--- config.mk ---
export PLATFORM = sky130hd
export DESIGN_NAME = mev_event_ctrl
export DESIGN_NICKNAME = d
export VERILOG_FILES = /design/src/design/mev_pkg.sv /design/src/design/mev_event_ctrl.sv
export SDC_FILE = /design/constraint.sdc
export NUM_CORES = 1
export LEC_CHECK = 0
export ABC_AREA = 0
export BUFFER_PORTS_ARGS = -buffer_cell sky130_fd_sc_hd__buf_4
export CAP_MARGIN = 0
export CORE_ASPECT_RATIO = 0.75
export CORE_MARGIN = 2
export CORE_UTILIZATION = 45
export CTS_CLUSTER_DIAMETER = 120
export CTS_CLUSTER_SIZE = 8
export DETAILED_ROUTE_END_ITERATION = 10
export GPL_TIMING_DRIVEN = 0
export PLACE_DENSITY_LB_ADDON = 0.3
export SLEW_MARGIN = 20
export SYNTH_ARGS = -nofsm -noshare
export SYNTH_HDL_FRONTEND = slang
export SYNTH_SLANG_ARGS = --single-unit
export TNS_END_PERCENT = 30
--- constraint.sdc ---
create_clock -name pclk -period 5.6 [get_ports pclk]
set_input_delay 1.12 -clock pclk [delete_from_list [all_inputs] [get_ports pclk]]
set_output_delay 1.12 -clock pclk [all_outputs]
set_load 0.02 [all_outputs]
--- src/design/mev_pkg.sv ---
// Package for the meter event enable, flag and phase-source block
// Overview of operation
// - Bits 0-2 enable no-load interrupts per power type
// - Bits 3-8 enable missing zero-crossing interrupts
// - Bits 9-14 enable detected zero-crossing interrupts
// - Reset-complete always enabled; bit 15 inert
// - Bit 16 enables sag; phase reported
// - Bit 17 enables overcurrent; phase reported
// - Bit 18 enables overvoltage; phase reported
// - Bit 19 enables A-then-C phase order error
// - Bit 20 enables neutral mismatch over threshold
// - Bits 23, 24 enable peak period ends
// - Bit 25 enables configuration checksum change
// - Reserved enable bits zero; all reset disabled
// - Phase bits 3-5 name overcurrent phase
// - Phase bits 9-11 name overvoltage phase
// - Phase bits 12-14 name sag phase
// - Reserved phase bits read zero; reset zero
// - First enable bit 17 gates DSP-done
package mev_pkg;

	// Bus and datapath widths
	localparam int MEV_ADDR_W = 18;
	localparam int MEV_DATA_W = 32;
	localparam int MEV_MAG_W = 24;

	// Register indices; byte address is four times the index
	localparam logic [15:0] MEV_EN2_IDX = 16'hE50B;
	localparam logic [15:0] MEV_PHASE_IDX = 16'hE600;
	localparam logic [15:0] MEV_THRESH_IDX = 16'h4398;
	localparam logic [15:0] MEV_STAT2_IDX = 16'hE700;
	localparam logic [15:0] MEV_CLR2_IDX = 16'hE701;
	localparam logic [15:0] MEV_EN1_IDX = 16'hE702;
	localparam logic [15:0] MEV_STAT1_IDX = 16'hE703;
	localparam logic [15:0] MEV_CLR1_IDX = 16'hE704;

	// Byte addresses derived from the indices
	localparam logic [MEV_ADDR_W-1:0] MEV_EN2_ADDR = {MEV_EN2_IDX, 2'b00};
	localparam logic [MEV_ADDR_W-1:0] MEV_PHASE_ADDR = {MEV_PHASE_IDX, 2'b00};
	localparam logic [MEV_ADDR_W-1:0] MEV_THRESH_ADDR = {MEV_THRESH_IDX, 2'b00};
	localparam logic [MEV_ADDR_W-1:0] MEV_STAT2_ADDR = {MEV_STAT2_IDX, 2'b00};
	localparam logic [MEV_ADDR_W-1:0] MEV_CLR2_ADDR = {MEV_CLR2_IDX, 2'b00};
	localparam logic [MEV_ADDR_W-1:0] MEV_EN1_ADDR = {MEV_EN1_IDX, 2'b00};
	localparam logic [MEV_ADDR_W-1:0] MEV_STAT1_ADDR = {MEV_STAT1_IDX, 2'b00};
	localparam logic [MEV_ADDR_W-1:0] MEV_CLR1_ADDR = {MEV_CLR1_IDX, 2'b00};

	// Bit positions in the second enable and flag registers
	localparam int MEV_B_NOLOAD = 0;
	localparam int MEV_B_ZX_MISS = 3;
	localparam int MEV_B_ZX_DET = 9;
	localparam int MEV_B_RST_DONE = 15;
	localparam int MEV_B_SAG = 16;
	localparam int MEV_B_OVERCURR = 17;
	localparam int MEV_B_OVERVOLT = 18;
	localparam int MEV_B_PH_ORDER = 19;
	localparam int MEV_B_MISMATCH = 20;
	localparam int MEV_B_PEAK_I = 23;
	localparam int MEV_B_PEAK_V = 24;
	localparam int MEV_B_CRC = 25;
	// Bit position in the first enable and flag registers
	localparam int MEV_B_DSP_DONE = 17;

	// Field masks and reset values
	localparam logic [31:0] MEV_EN2_WMASK = 32'h039FFFFF;
	localparam logic [31:0] MEV_EN2_IRQ_MASK = 32'h039F7FFF;
	localparam logic [31:0] MEV_STAT2_MASK = 32'h039FFFFF;
	localparam logic [31:0] MEV_EN1_WMASK = 32'h00020000;
	localparam logic [31:0] MEV_REG_RST = 32'h00000000;
	localparam logic [15:0] MEV_PHASE_RST = 16'h0000;

	// Phase-source field positions: overcurrent, overvoltage, sag
	localparam int MEV_GRP_N = 3;
	localparam int MEV_PH_LSB [MEV_GRP_N] = '{3, 9, 12};
	localparam int MEV_PH_FLAG [MEV_GRP_N] = '{17, 18, 16};

	// Event pulses from the metering datapaths, one cycle each
	typedef struct packed {
		logic [2:0] noload;
		logic [5:0] zx_missing;
		logic [5:0] zx_detect;
		logic [2:0] volt_rise;
		logic reset_complete;
		logic [2:0] sag_phase;
		logic [2:0] overcurrent_phase;
		logic [2:0] overvoltage_phase;
		logic peak_curr;
		logic peak_volt;
		logic crc_change;
		logic dsp_cycle_done;
	} mev_events_t;

	// Neutral current comparison sample
	typedef struct packed {
		logic valid;
		logic signed [MEV_MAG_W-1:0] summed_phase_current;
		logic signed [MEV_MAG_W-1:0] neutral_current_sample;
	} mev_neutral_t;

	// Phase order watcher states
	typedef enum {
		MEV_SEQ_IDLE,
		MEV_SEQ_AFTER_A
	} mev_seq_t;

endpackage : mev_pkg

--- src/design/mev_event_ctrl.sv ---
// Meter event enable, sticky flags, phase sources and interrupt output
`timescale 1ns/1ps

module mev_event_ctrl
	import mev_pkg::*;
(
	input wire logic pclk,
	input wire logic presetn,
	input wire logic [MEV_ADDR_W-1:0] paddr,
	input wire logic psel,
	input wire logic penable,
	input wire logic pwrite,
	input wire logic [MEV_DATA_W-1:0] pwdata,
	output logic [MEV_DATA_W-1:0] prdata,
	output logic pready,
	output logic pslverr,
	input wire mev_events_t events,
	input wire mev_neutral_t neutral,
	output logic irq
);

	// Second enable register, stored bits only
	logic [31:0] en2_q;
	// Second sticky flag register
	logic [31:0] stat2_q;
	// Next value of the second flags
	logic [31:0] stat2_d;
	// First enable register, only the DSP-done bit lives
	logic [31:0] en1_q;
	// First sticky flag register
	logic [31:0] stat1_q;
	// Next value of the first flags
	logic [31:0] stat1_d;
	// Neutral mismatch threshold
	logic [MEV_MAG_W-1:0] thresh_q;
	// Phase-source fields per group
	logic [2:0] ph_grp_q [MEV_GRP_N];
	// Assembled phase-source word
	logic [15:0] phase_word;

	// APB answer registers
	logic [MEV_DATA_W-1:0] prdata_q;
	logic pready_q;
	logic pslverr_q;
	logic irq_q;

	// Decode results
	logic [31:0] rd_val;
	logic addr_hit;
	logic wr_take;

	// Clear strobes from software, same layout as flags
	logic [31:0] clr2;
	logic [31:0] clr1;

	// Event vectors
	logic [31:0] set2;
	logic [31:0] set1;
	logic [2:0] grp_vec [MEV_GRP_N];

	// Phase order watcher
	mev_seq_t seq_q;
	mev_seq_t seq_d;
	logic seq_err;

	// Neutral mismatch comparator
	logic signed [MEV_MAG_W:0] nm_diff;
	logic [MEV_MAG_W:0] nm_mag;
	logic nm_evt;

	// Ports straight from flops
	assign prdata = prdata_q;
	assign pready = pready_q;
	assign pslverr = pslverr_q;
	assign irq = irq_q;

	// A write lands only at the access edge with ready high
	assign wr_take = psel & penable & pready_q & pwrite;

	// Read mux and address match
	always_comb begin
		rd_val = 32'h00000000;
		addr_hit = 1'b1;
		if (paddr == MEV_EN2_ADDR) begin
			// Bit 15 reads back what was written
			rd_val = en2_q;
		end else if (paddr == MEV_PHASE_ADDR) begin
			// Upper half and reserved bits read zero
			rd_val = {16'h0000, phase_word};
		end else if (paddr == MEV_THRESH_ADDR) begin
			// Narrow threshold sits in the low bits
			rd_val = {{(32-MEV_MAG_W){1'b0}}, thresh_q};
		end else if (paddr == MEV_STAT2_ADDR) begin
			// Sticky flags
			rd_val = stat2_q;
		end else if (paddr == MEV_CLR2_ADDR) begin
			// Write-only clear reads zero
			rd_val = 32'h00000000;
		end else if (paddr == MEV_EN1_ADDR) begin
			// First enable
			rd_val = en1_q;
		end else if (paddr == MEV_STAT1_ADDR) begin
			// First sticky flags
			rd_val = stat1_q;
		end else if (paddr == MEV_CLR1_ADDR) begin
			// Write-only clear reads zero
			rd_val = 32'h00000000;
		end else begin
			// Anything else is unmapped
			addr_hit = 1'b0;
		end
	end

	// APB answer: ready in the first access cycle, no wait states
	always_ff @(posedge pclk or negedge presetn) begin
		if (!presetn) begin
			pready_q <= 1'b0;
			pslverr_q <= 1'b0;
			prdata_q <= MEV_REG_RST;
		end else if (psel && !penable) begin
			// Setup cycle: read data captured here, so a flag set
			// during the access cycle shows on the next read
			pready_q <= 1'b1;
			pslverr_q <= ~addr_hit;
			prdata_q <= (pwrite || !addr_hit) ? 32'h00000000 : rd_val;
		end else begin
			// Idle or finished access
			pready_q <= 1'b0;
			pslverr_q <= 1'b0;
			prdata_q <= 32'h00000000;
		end
	end

	// Second enable register; reserved bits never store
	always_ff @(posedge pclk or negedge presetn) begin
		if (!presetn) begin
			en2_q <= MEV_REG_RST;
		end else if (wr_take && paddr == MEV_EN2_ADDR) begin
			// Bit 15 is kept for readback but gates nothing
			en2_q <= pwdata & MEV_EN2_WMASK;
		end
	end

	// First enable register; only the DSP-done bit is implemented
	always_ff @(posedge pclk or negedge presetn) begin
		if (!presetn) begin
			en1_q <= MEV_REG_RST;
		end else if (wr_take && paddr == MEV_EN1_ADDR) begin
			en1_q <= pwdata & MEV_EN1_WMASK;
		end
	end

	// Mismatch threshold register
	always_ff @(posedge pclk or negedge presetn) begin
		if (!presetn) begin
			thresh_q <= '0;
		end else if (wr_take && paddr == MEV_THRESH_ADDR) begin
			thresh_q <= pwdata[MEV_MAG_W-1:0];
		end
	end

	// Clear strobes exist for one access edge only
	always_comb begin
		clr2 = 32'h00000000;
		clr1 = 32'h00000000;
		if (wr_take && paddr == MEV_CLR2_ADDR) begin
			clr2 = pwdata;
		end else if (wr_take && paddr == MEV_CLR1_ADDR) begin
			clr1 = pwdata;
		end
	end

	// Phase order: after an A voltage rise, C rising before B is an error
	always_comb begin
		seq_d = seq_q;
		seq_err = 1'b0;
		case (seq_q)
			MEV_SEQ_IDLE: begin
				// Wait for phase A to open a window
				if (events.volt_rise[0]) begin
					seq_d = MEV_SEQ_AFTER_A;
				end
			end
			MEV_SEQ_AFTER_A: begin
				// B and C together count as correct order
				if (events.volt_rise[1]) begin
					seq_d = MEV_SEQ_IDLE;
				end else if (events.volt_rise[2]) begin
					seq_err = 1'b1;
					seq_d = MEV_SEQ_IDLE;
				end else if (events.volt_rise[0]) begin
					// A again without B or C restarts the window
					seq_d = MEV_SEQ_AFTER_A;
				end
			end
			default: begin
				seq_d = MEV_SEQ_IDLE;
			end
		endcase
	end

	// Phase order watcher state
	always_ff @(posedge pclk or negedge presetn) begin
		if (!presetn) begin
			seq_q <= MEV_SEQ_IDLE;
		end else begin
			seq_q <= seq_d;
		end
	end

	// Neutral mismatch: sign-extend so the difference cannot overflow
	always_comb begin
		nm_diff = {neutral.summed_phase_current[MEV_MAG_W-1], neutral.summed_phase_current}
			- {neutral.neutral_current_sample[MEV_MAG_W-1], neutral.neutral_current_sample};
		nm_mag = nm_diff[MEV_MAG_W] ? (MEV_MAG_W+1)'(0) - nm_diff : nm_diff;
		// Strictly greater than the threshold
		nm_evt = neutral.valid && (nm_mag > {1'b0, thresh_q});
	end

	// Second flag set vector from the datapath pulses
	always_comb begin
		set2 = 32'h00000000;
		set2[MEV_B_NOLOAD +: 3] = events.noload;
		set2[MEV_B_ZX_MISS +: 6] = events.zx_missing;
		set2[MEV_B_ZX_DET +: 6] = events.zx_detect;
		set2[MEV_B_RST_DONE] = events.reset_complete;
		set2[MEV_B_SAG] = |events.sag_phase;
		set2[MEV_B_OVERCURR] = |events.overcurrent_phase;
		set2[MEV_B_OVERVOLT] = |events.overvoltage_phase;
		set2[MEV_B_PH_ORDER] = seq_err;
		set2[MEV_B_MISMATCH] = nm_evt;
		set2[MEV_B_PEAK_I] = events.peak_curr;
		set2[MEV_B_PEAK_V] = events.peak_volt;
		set2[MEV_B_CRC] = events.crc_change;
		set1 = 32'h00000000;
		set1[MEV_B_DSP_DONE] = events.dsp_cycle_done;
	end

	// Set wins over a clear in the same cycle, so no event is lost
	always_comb begin
		stat2_d = ((stat2_q & ~clr2) | set2) & MEV_STAT2_MASK;
		stat1_d = ((stat1_q & ~clr1) | set1) & MEV_EN1_WMASK;
	end

	// Sticky flag registers
	always_ff @(posedge pclk or negedge presetn) begin
		if (!presetn) begin
			stat2_q <= MEV_REG_RST;
			stat1_q <= MEV_REG_RST;
		end else begin
			stat2_q <= stat2_d;
			stat1_q <= stat1_d;
		end
	end

	// Group vectors in field order: overcurrent, overvoltage, sag
	always_comb begin
		grp_vec[0] = events.overcurrent_phase;
		grp_vec[1] = events.overvoltage_phase;
		grp_vec[2] = events.sag_phase;
	end

	// Phase sources load on the same edge as their main flag, and
	// accumulate until that flag is cleared, so software always sees
	// every phase that contributed since its last clear
	generate
		for (genvar g = 0; g < MEV_GRP_N; g++) begin : g_phase
			always_ff @(posedge pclk or negedge presetn) begin
				if (!presetn) begin
					ph_grp_q[g] <= 3'h0;
				end else begin
					ph_grp_q[g] <= (clr2[MEV_PH_FLAG[g]] ? 3'h0 : ph_grp_q[g]) | grp_vec[g];
				end
			end
		end
	endgenerate

	// Assemble the phase-source word; reserved bits tie to zero
	always_comb begin
		phase_word = MEV_PHASE_RST;
		phase_word[MEV_PH_LSB[0] +: 3] = ph_grp_q[0];
		phase_word[MEV_PH_LSB[1] +: 3] = ph_grp_q[1];
		phase_word[MEV_PH_LSB[2] +: 3] = ph_grp_q[2];
	end

	// Interrupt level: enabled flags plus the ungated reset-complete
	// flag; one register stage keeps the pin glitch free
	always_ff @(posedge pclk or negedge presetn) begin
		if (!presetn) begin
			irq_q <= 1'b0;
		end else begin
			irq_q <= (|(stat2_q & en2_q & MEV_EN2_IRQ_MASK))
				| stat2_q[MEV_B_RST_DONE]
				| (|(stat1_q & en1_q & MEV_EN1_WMASK));
		end
	end

endmodule : mev_event_ctrl

# Word-level counts from Yosys, hierarchy flattened
# Index checks and enable logic that the tools add are counted.
classes:
  n_addsub: 2
  magnitude_cmp: 1
  eq_ne: 9
  mux: 33
  bitwise_logic: 17
  n_reduce_logical: 15
ops:
  columns: ["operator", "n"]
  rows:
  - ["$mux W32", 8]
  - ["$eq A18 B18 Y1 const B", 7]
  - ["$mux W18", 5]
  - ["$pmux W32 S2", 1]
  - ["$and A26 B26 Y26", 2]
  - ["$mux W26", 2]
  - ["$and A18 B18 Y18", 2]
  - ["$eq A32 B1 Y1 const B", 1]
  - ["$logic_not A32 Y1", 1]
  - ["$not A26 Y26", 1]
  - ["$or A26 B26 Y26", 1]
  - ["$gt A25 B24 Y1", 1]
  - ["$mux W25", 1]
  - ["$sub A1 B25 Y25 const A", 1]
  - ["$sub A24 B24 Y25", 1]
  - ["$reduce_or A23 Y1", 1]
  - ["$eq A18 B17 Y1 const B", 1]
  - ["$not A18 Y18", 1]
  - ["$or A18 B18 Y18", 1]
  - ["$mux W1", 13]
  - ["$mux W3", 3]
  - ["$or A3 B3 Y3", 3]
  - ["$reduce_or A3 Y1", 3]
  - ["$logic_and A1 B1 Y1", 7]
  - ["5 further kinds", 9]
totals:
  ff_bits: 150
  inputBits: 136
  wordCells: 90

# Logic depth before layout (Yosys ltp)
depth:
  word_depth: 13
  mapped_depth: 23
  depth_no_buf: 22

# Worst setup path after synthesis
# OpenSTA, ideal clock, no wires.
synth_timing:
  path_type: "in2reg"
  from: "in neutral[24] in the netlist's numbering"
  to: "reg stat2_q[20]"
  setup_time_ns: 0.124
  t_arrival_ns: 4.981
  required_ns: 5.476
  setup_slack_ns: 0.494
  stages: 23
  path_cell_list: "inv_1 > ha_1 > fa_1 > nand2b_1 > a211oi_1 > o211ai_1 > a31o_2 > nand2_1 > nand4_1 > a32oi_1 > clkbuf_1 > nor2_1 > xnor2_1 > ha_1 > a21o_1 > a21o_1 > a21oi_1 > o21ai_0 > a21o_1 > a21o_1 > a21oi_1 > a2bb2oi_1 > o21ai_1"
synth_between:
  elab_chain_cells: 6
synth_rtl:
  columns: ["element", "line", "rtl"]
  rows:
  - ["start: declaration", "mev_event_ctrl.sv:18", "input wire mev_neutral_t neutral,"]
  - ["$sub A24 B24 Y25 *", "mev_event_ctrl.sv:214", "- {neutral.neutral_current_sample[MEV_MAG_W-1], neutral.neutral_current_sample};"]
  - ["$sub A1 B25 Y25", "mev_event_ctrl.sv:215", "nm_mag = nm_diff[MEV_MAG_W] ? (MEV_MAG_W+1)'(0) - nm_diff : nm_diff;"]
  - ["$mux W25 *", "mev_event_ctrl.sv:215", null]
  - ["$gt A25 B24 Y1 *", "mev_event_ctrl.sv:217", "nm_evt = neutral.valid && (nm_mag > {1'b0, thresh_q});"]
  - ["$logic_and A1 B1 Y1 *", "mev_event_ctrl.sv:217", null]
  - ["$or A26 B26 Y26 *", "mev_event_ctrl.sv:241", "stat2_d = ((stat2_q & ~clr2) | set2) & MEV_STAT2_MASK;"]
  - ["net stat2_d[20]", "mev_event_ctrl.sv:27", "logic [31:0] stat2_d;"]
  - ["end signal: assignment", "mev_event_ctrl.sv:251", "stat2_q <= stat2_d;"]
  - ["end: declaration", "mev_event_ctrl.sv:25", "logic [31:0] stat2_q;"]
# The timed path passes the listed nets; every way through them passes the cells marked *.
# A chain may end at the register's enable or synchronous reset.

# Final worst setup path
layout_timing:
  from: "in neutral[3] in the netlist's numbering"
  to: "reg stat2_q[20]"
# Same word-level chain as after synthesis.

==> impl_results.md <==
- Status: finished, final reports clean
- FMAX: 190.3 MHz
- Main area contributors after synthesis: dfrtp_1, ha_1, mux2_2, a21o_1, xnor2_1
- Pre-CTS setup slack: -0.3688 ns
- Mapped Area: 8098 sq um
- Post-CTS Setup Inserts: 0
- Internal Power: 1923 uW
- Post-Synth XOR/XNOR Area: 0.04867
- Non-filler cells, final: 1253
- Max Root-Sink Buffers: 2
- Antenna violations before repair: 0
- Synth Area in Simple Gates: 0.1299
- Core Util, Final: 0.5865
- Latest clock arrival within the worst-skew pair: 0.42 ns
- Global Route Usage Sum: 0.2337
- Final WS setup: 0.3463 ns
- Resized Gates After CTS: 0
- Max cap viols: 0
- Syn Area/Cell: between 10 and 15 sq um
- Final-report setup violation count: 0
- R2r startpoint: pready
- HP Start: ph_grp_q[3]
- Most frequent cell after synthesis: dfrtp_1
- Worst IR Drop VDD: 0.0001754 V
- Compound-cell area share of the yosys netlist: 0.1732
- CORE AREA: 17660 sq um
- Post-DR vias/cell: 5.494
- R2r setup slk: between 3 and 4 ns
- Static leakage: 0.004695 uW
- Comb power frac: 0.212
- Largest family of logic cells by synthesized area: compound AO/OA/AOI/OAI gates
- Port bufs: 158
- Crit. End Element: register
- CTS tree: yes
- 1st-iter DRT viols: between 700 and 800
- Row cnt: 42
- Post-Route WL: 21.87 mm
- YS warnings: 0
- Crit path arrival time: 5.55 ns
- Post-synth cell types: 66
- Leading cell types by count after synthesis: dfrtp_1, nand2_1, nor2_1
- Tcrit/Tclk final: 0.9382
- HPWL Detailed: 16.86 mm
- Worst EP required: 5.90 ns
- Wirelength per Cell: 17.46 microns
- Sw Share: 0.2899
- Share of cells above drive strength 1: 0.2631
- Post-route DRC: 0
- Worst hold path depth: 1
- Power Dens Cells: 261.5 nW/um^2
- Least-Margin Pin Slew: 1.131 ns
- Yosys top cell by area: dfrtp_1
- Hold buffers post-CTS: 0
- First-pass GRT wire length: 34.87 mm
- First drt pass iteration count: 7
- RSZ-0062 raised after global routing: false
- Ys flop type: dfrtp_1
- Sequential group share of total power: 0.390
- Setup Skew: approximately 0.0075 ns
- Die area: ~19000 sq um
- GP Congestion: 0.9065
- Antenna cells: 0
- Area grow syn2layout: 27.87%
- Post-synth EDFFs: 0
- Slew headroom: 0.2264
- Fillers: about 1600
- NetSw: 784.9 uW
- Worst setup path class: in -> reg
- Clock sinks: approximately 140
- Worst setup SP type: input pin
- Number of I/O pins: 171
- Slew Viols, Final: 0
- Synth Instances: 785
- GR Overflow Total: 0
- Placed Cells incl. Taps: ~1200
- Critical path fanouts, max: 6
- Root buf cell: clkbuf_16
- H-tree depth: 4
- Hold WC Path Type: reg -> reg
- Final-stage net count: 1184
- Largest net degree at the start of global routing: 104
- CTS clk-pin slew, worst paths: 0.06 ns
- Fin. Hold Viols: 0
- Min Tclk post-route: 5.254 ns
- Floorplan die height: 120.2 microns
- Total Power: 2708 uW
- Vias in the first global route: 6646
- Flops & latches, synth: 144
- Register area share after synthesis: 0.4450
- Total CTS buffers: 17
- Async SR Flop Fraction: 1.000
- Adder-Cell Fraction of Synth Area: 0.07818
- Power share of the clock group: 0.398
- Reg2reg path depth: 6
- Initial Utilization: 0.4586
- Final antenna-violating net count: 0
- Die Span X: approximately 160 microns
- Proportion of synthesized area in mux cells: 0.08066
- RR Endpoint: stat2_q[19]
- Top cell type's share of synthesized area: 0.4450
- Setup TNS: 0 ns
- Min-Delay Endpoint: ph_grp_q[3]
- DR vias: 6884
kinds of logic (layout without fill, tap and decap cells):
| group | count (synthesis) | after routing |
|---|---|---|
| multiplexers | 59 | 59 |
| other | 1 | 37 |
| XOR/XNOR | 45 | 45 |
| AND/OR/NAND/NOR | 207 | 207 |
| AO/OA/AOI/OAI | 194 | 194 |
| adder cells (fa/ha/maj) | 50 | 50 |
| flip-flops | 144 | 144 |
| buffers and inverters | 85 | 275 |
stage by stage:
stage | hold slack [ns] | cell area, sq um
3_5_place_dp | 0.4643 | 9768
6_report | 0.4866 | 10350
5_1_grt | 0.4925 | 10350
4_1_cts | 0.4781 | 10340
3_3_place_gp | 0.4638 | 9722
2_1_floorplan | 0.4484 | 8233
worst max-delay path, stage by stage:
cell	delay (ns)
buf_4	0.08
inv_1	0.03
ha_1	0.38
nand2_1	0.08
a211oi_1	0.59
nor2_1	0.25
o21ai_0	0.27
xor2_1	0.17
nor4_1	0.72
nand4b_1	0.23
o31ai_1	0.31
xor2_1	0.12
ha_1	0.30
nand4_1	0.15
nor3_1	0.31
a21oi_1	0.11
nand2_1	0.08
a2bb2oi_1	0.15
o21ai_1	0.08
how the worst max path moves through the flow:
stage	slack [ns]	depth (start not counted)	endpoint	start
global route	0.01	21	stat2_q[20]	neutral[2]
finish	0.35	19	stat2_q[20]	neutral[3]
floorplan	0.49	23	stat2_q[20]	neutral[24]
global placement	-0.30	23	stat2_q[20]	neutral[0]
detailed placement	-0.37	23	stat2_q[20]	neutral[0]
CTS	0.06	23	stat2_q[20]	neutral[0]
power groups by stage:
stage	combinational, uW	clock, uW	sequential [uW]
3_5_place_dp	567	0	1070
6_report	574	1080	1060
5_1_grt	645	1140	1060
4_1_cts	571	1090	1060
2_1_floorplan	375	0	1080
3_3_place_gp	554	0	1070
layout by cell type (no fill, tap or decap), drive strengths merged, types with 3 or more instances in the layout:
master / Yosys / layout
nor2b: 5 / 5
nand2: 59 / 59
o211ai: 6 / 6
a22o: 3 / 3
xnor2: 30 / 30
ha: 49 / 49
mux2: 50 / 50
o21ai: 22 / 22
a2111oi: 10 / 10
o21a: 4 / 4
and4b: 4 / 4
o31ai: 6 / 6
and3: 4 / 4
a2111o: 3 / 3
xor2: 15 / 15
nand2b: 11 / 11
a211oi: 3 / 3
conb: 1 / 37
clkbuf: 19 / 37
a21oi: 44 / 44
a31oi: 5 / 5
a22oi: 6 / 6
nand3: 10 / 10
a221oi: 4 / 4
dfrtp: 144 / 144
nand4: 17 / 17
nor3: 12 / 12
a21o: 46 / 46
mux2i: 9 / 9
and4: 4 / 4
inv: 54 / 62
nor2: 55 / 55
clkinv: 0 / 3
a222oi: 14 / 14
nor4: 14 / 14
buf: 12 / 171
or3: 3 / 3
state kept, by name, summed over array words and instances, names as in the netlist:
register  flops
seq_q        32
prdata       26
en2_q        24
stat2_q      24
thresh_q     24
ph_grp_q      9
en1_q         1
irq           1
pready        1
pslverr       1
stat1_q       1
area by class of cell:
type	instances	area, sq um	area share
well taps	242	302.8	0.02924
plain buffers	30	150.1	0.01450
inverters	54	202.7	0.01957
flip-flops and latches	144	3603	0.3480
clock inverters	13	116.4	0.01124
clock buffers	19	452.9	0.04374
multi-input cells	592	4305	0.4158
repair buffers	159	1221	0.1179
metal layers:
| metal | vias to the layer above | share of wire | GRT usage |
|---|---|---|---|
| li1 | 3262 | - | - |
| met1 | 3297 | 0.46 | 0.3378 |
| met2 | 302 | 0.42 | 0.3439 |
| met3 | 23 | 0.10 | 0.07341 |
| met4 | 0 | 0.0096 | 0.05625 |
| met5 | - | 0 | 0 |
Power figures use the tool's default switching activity.
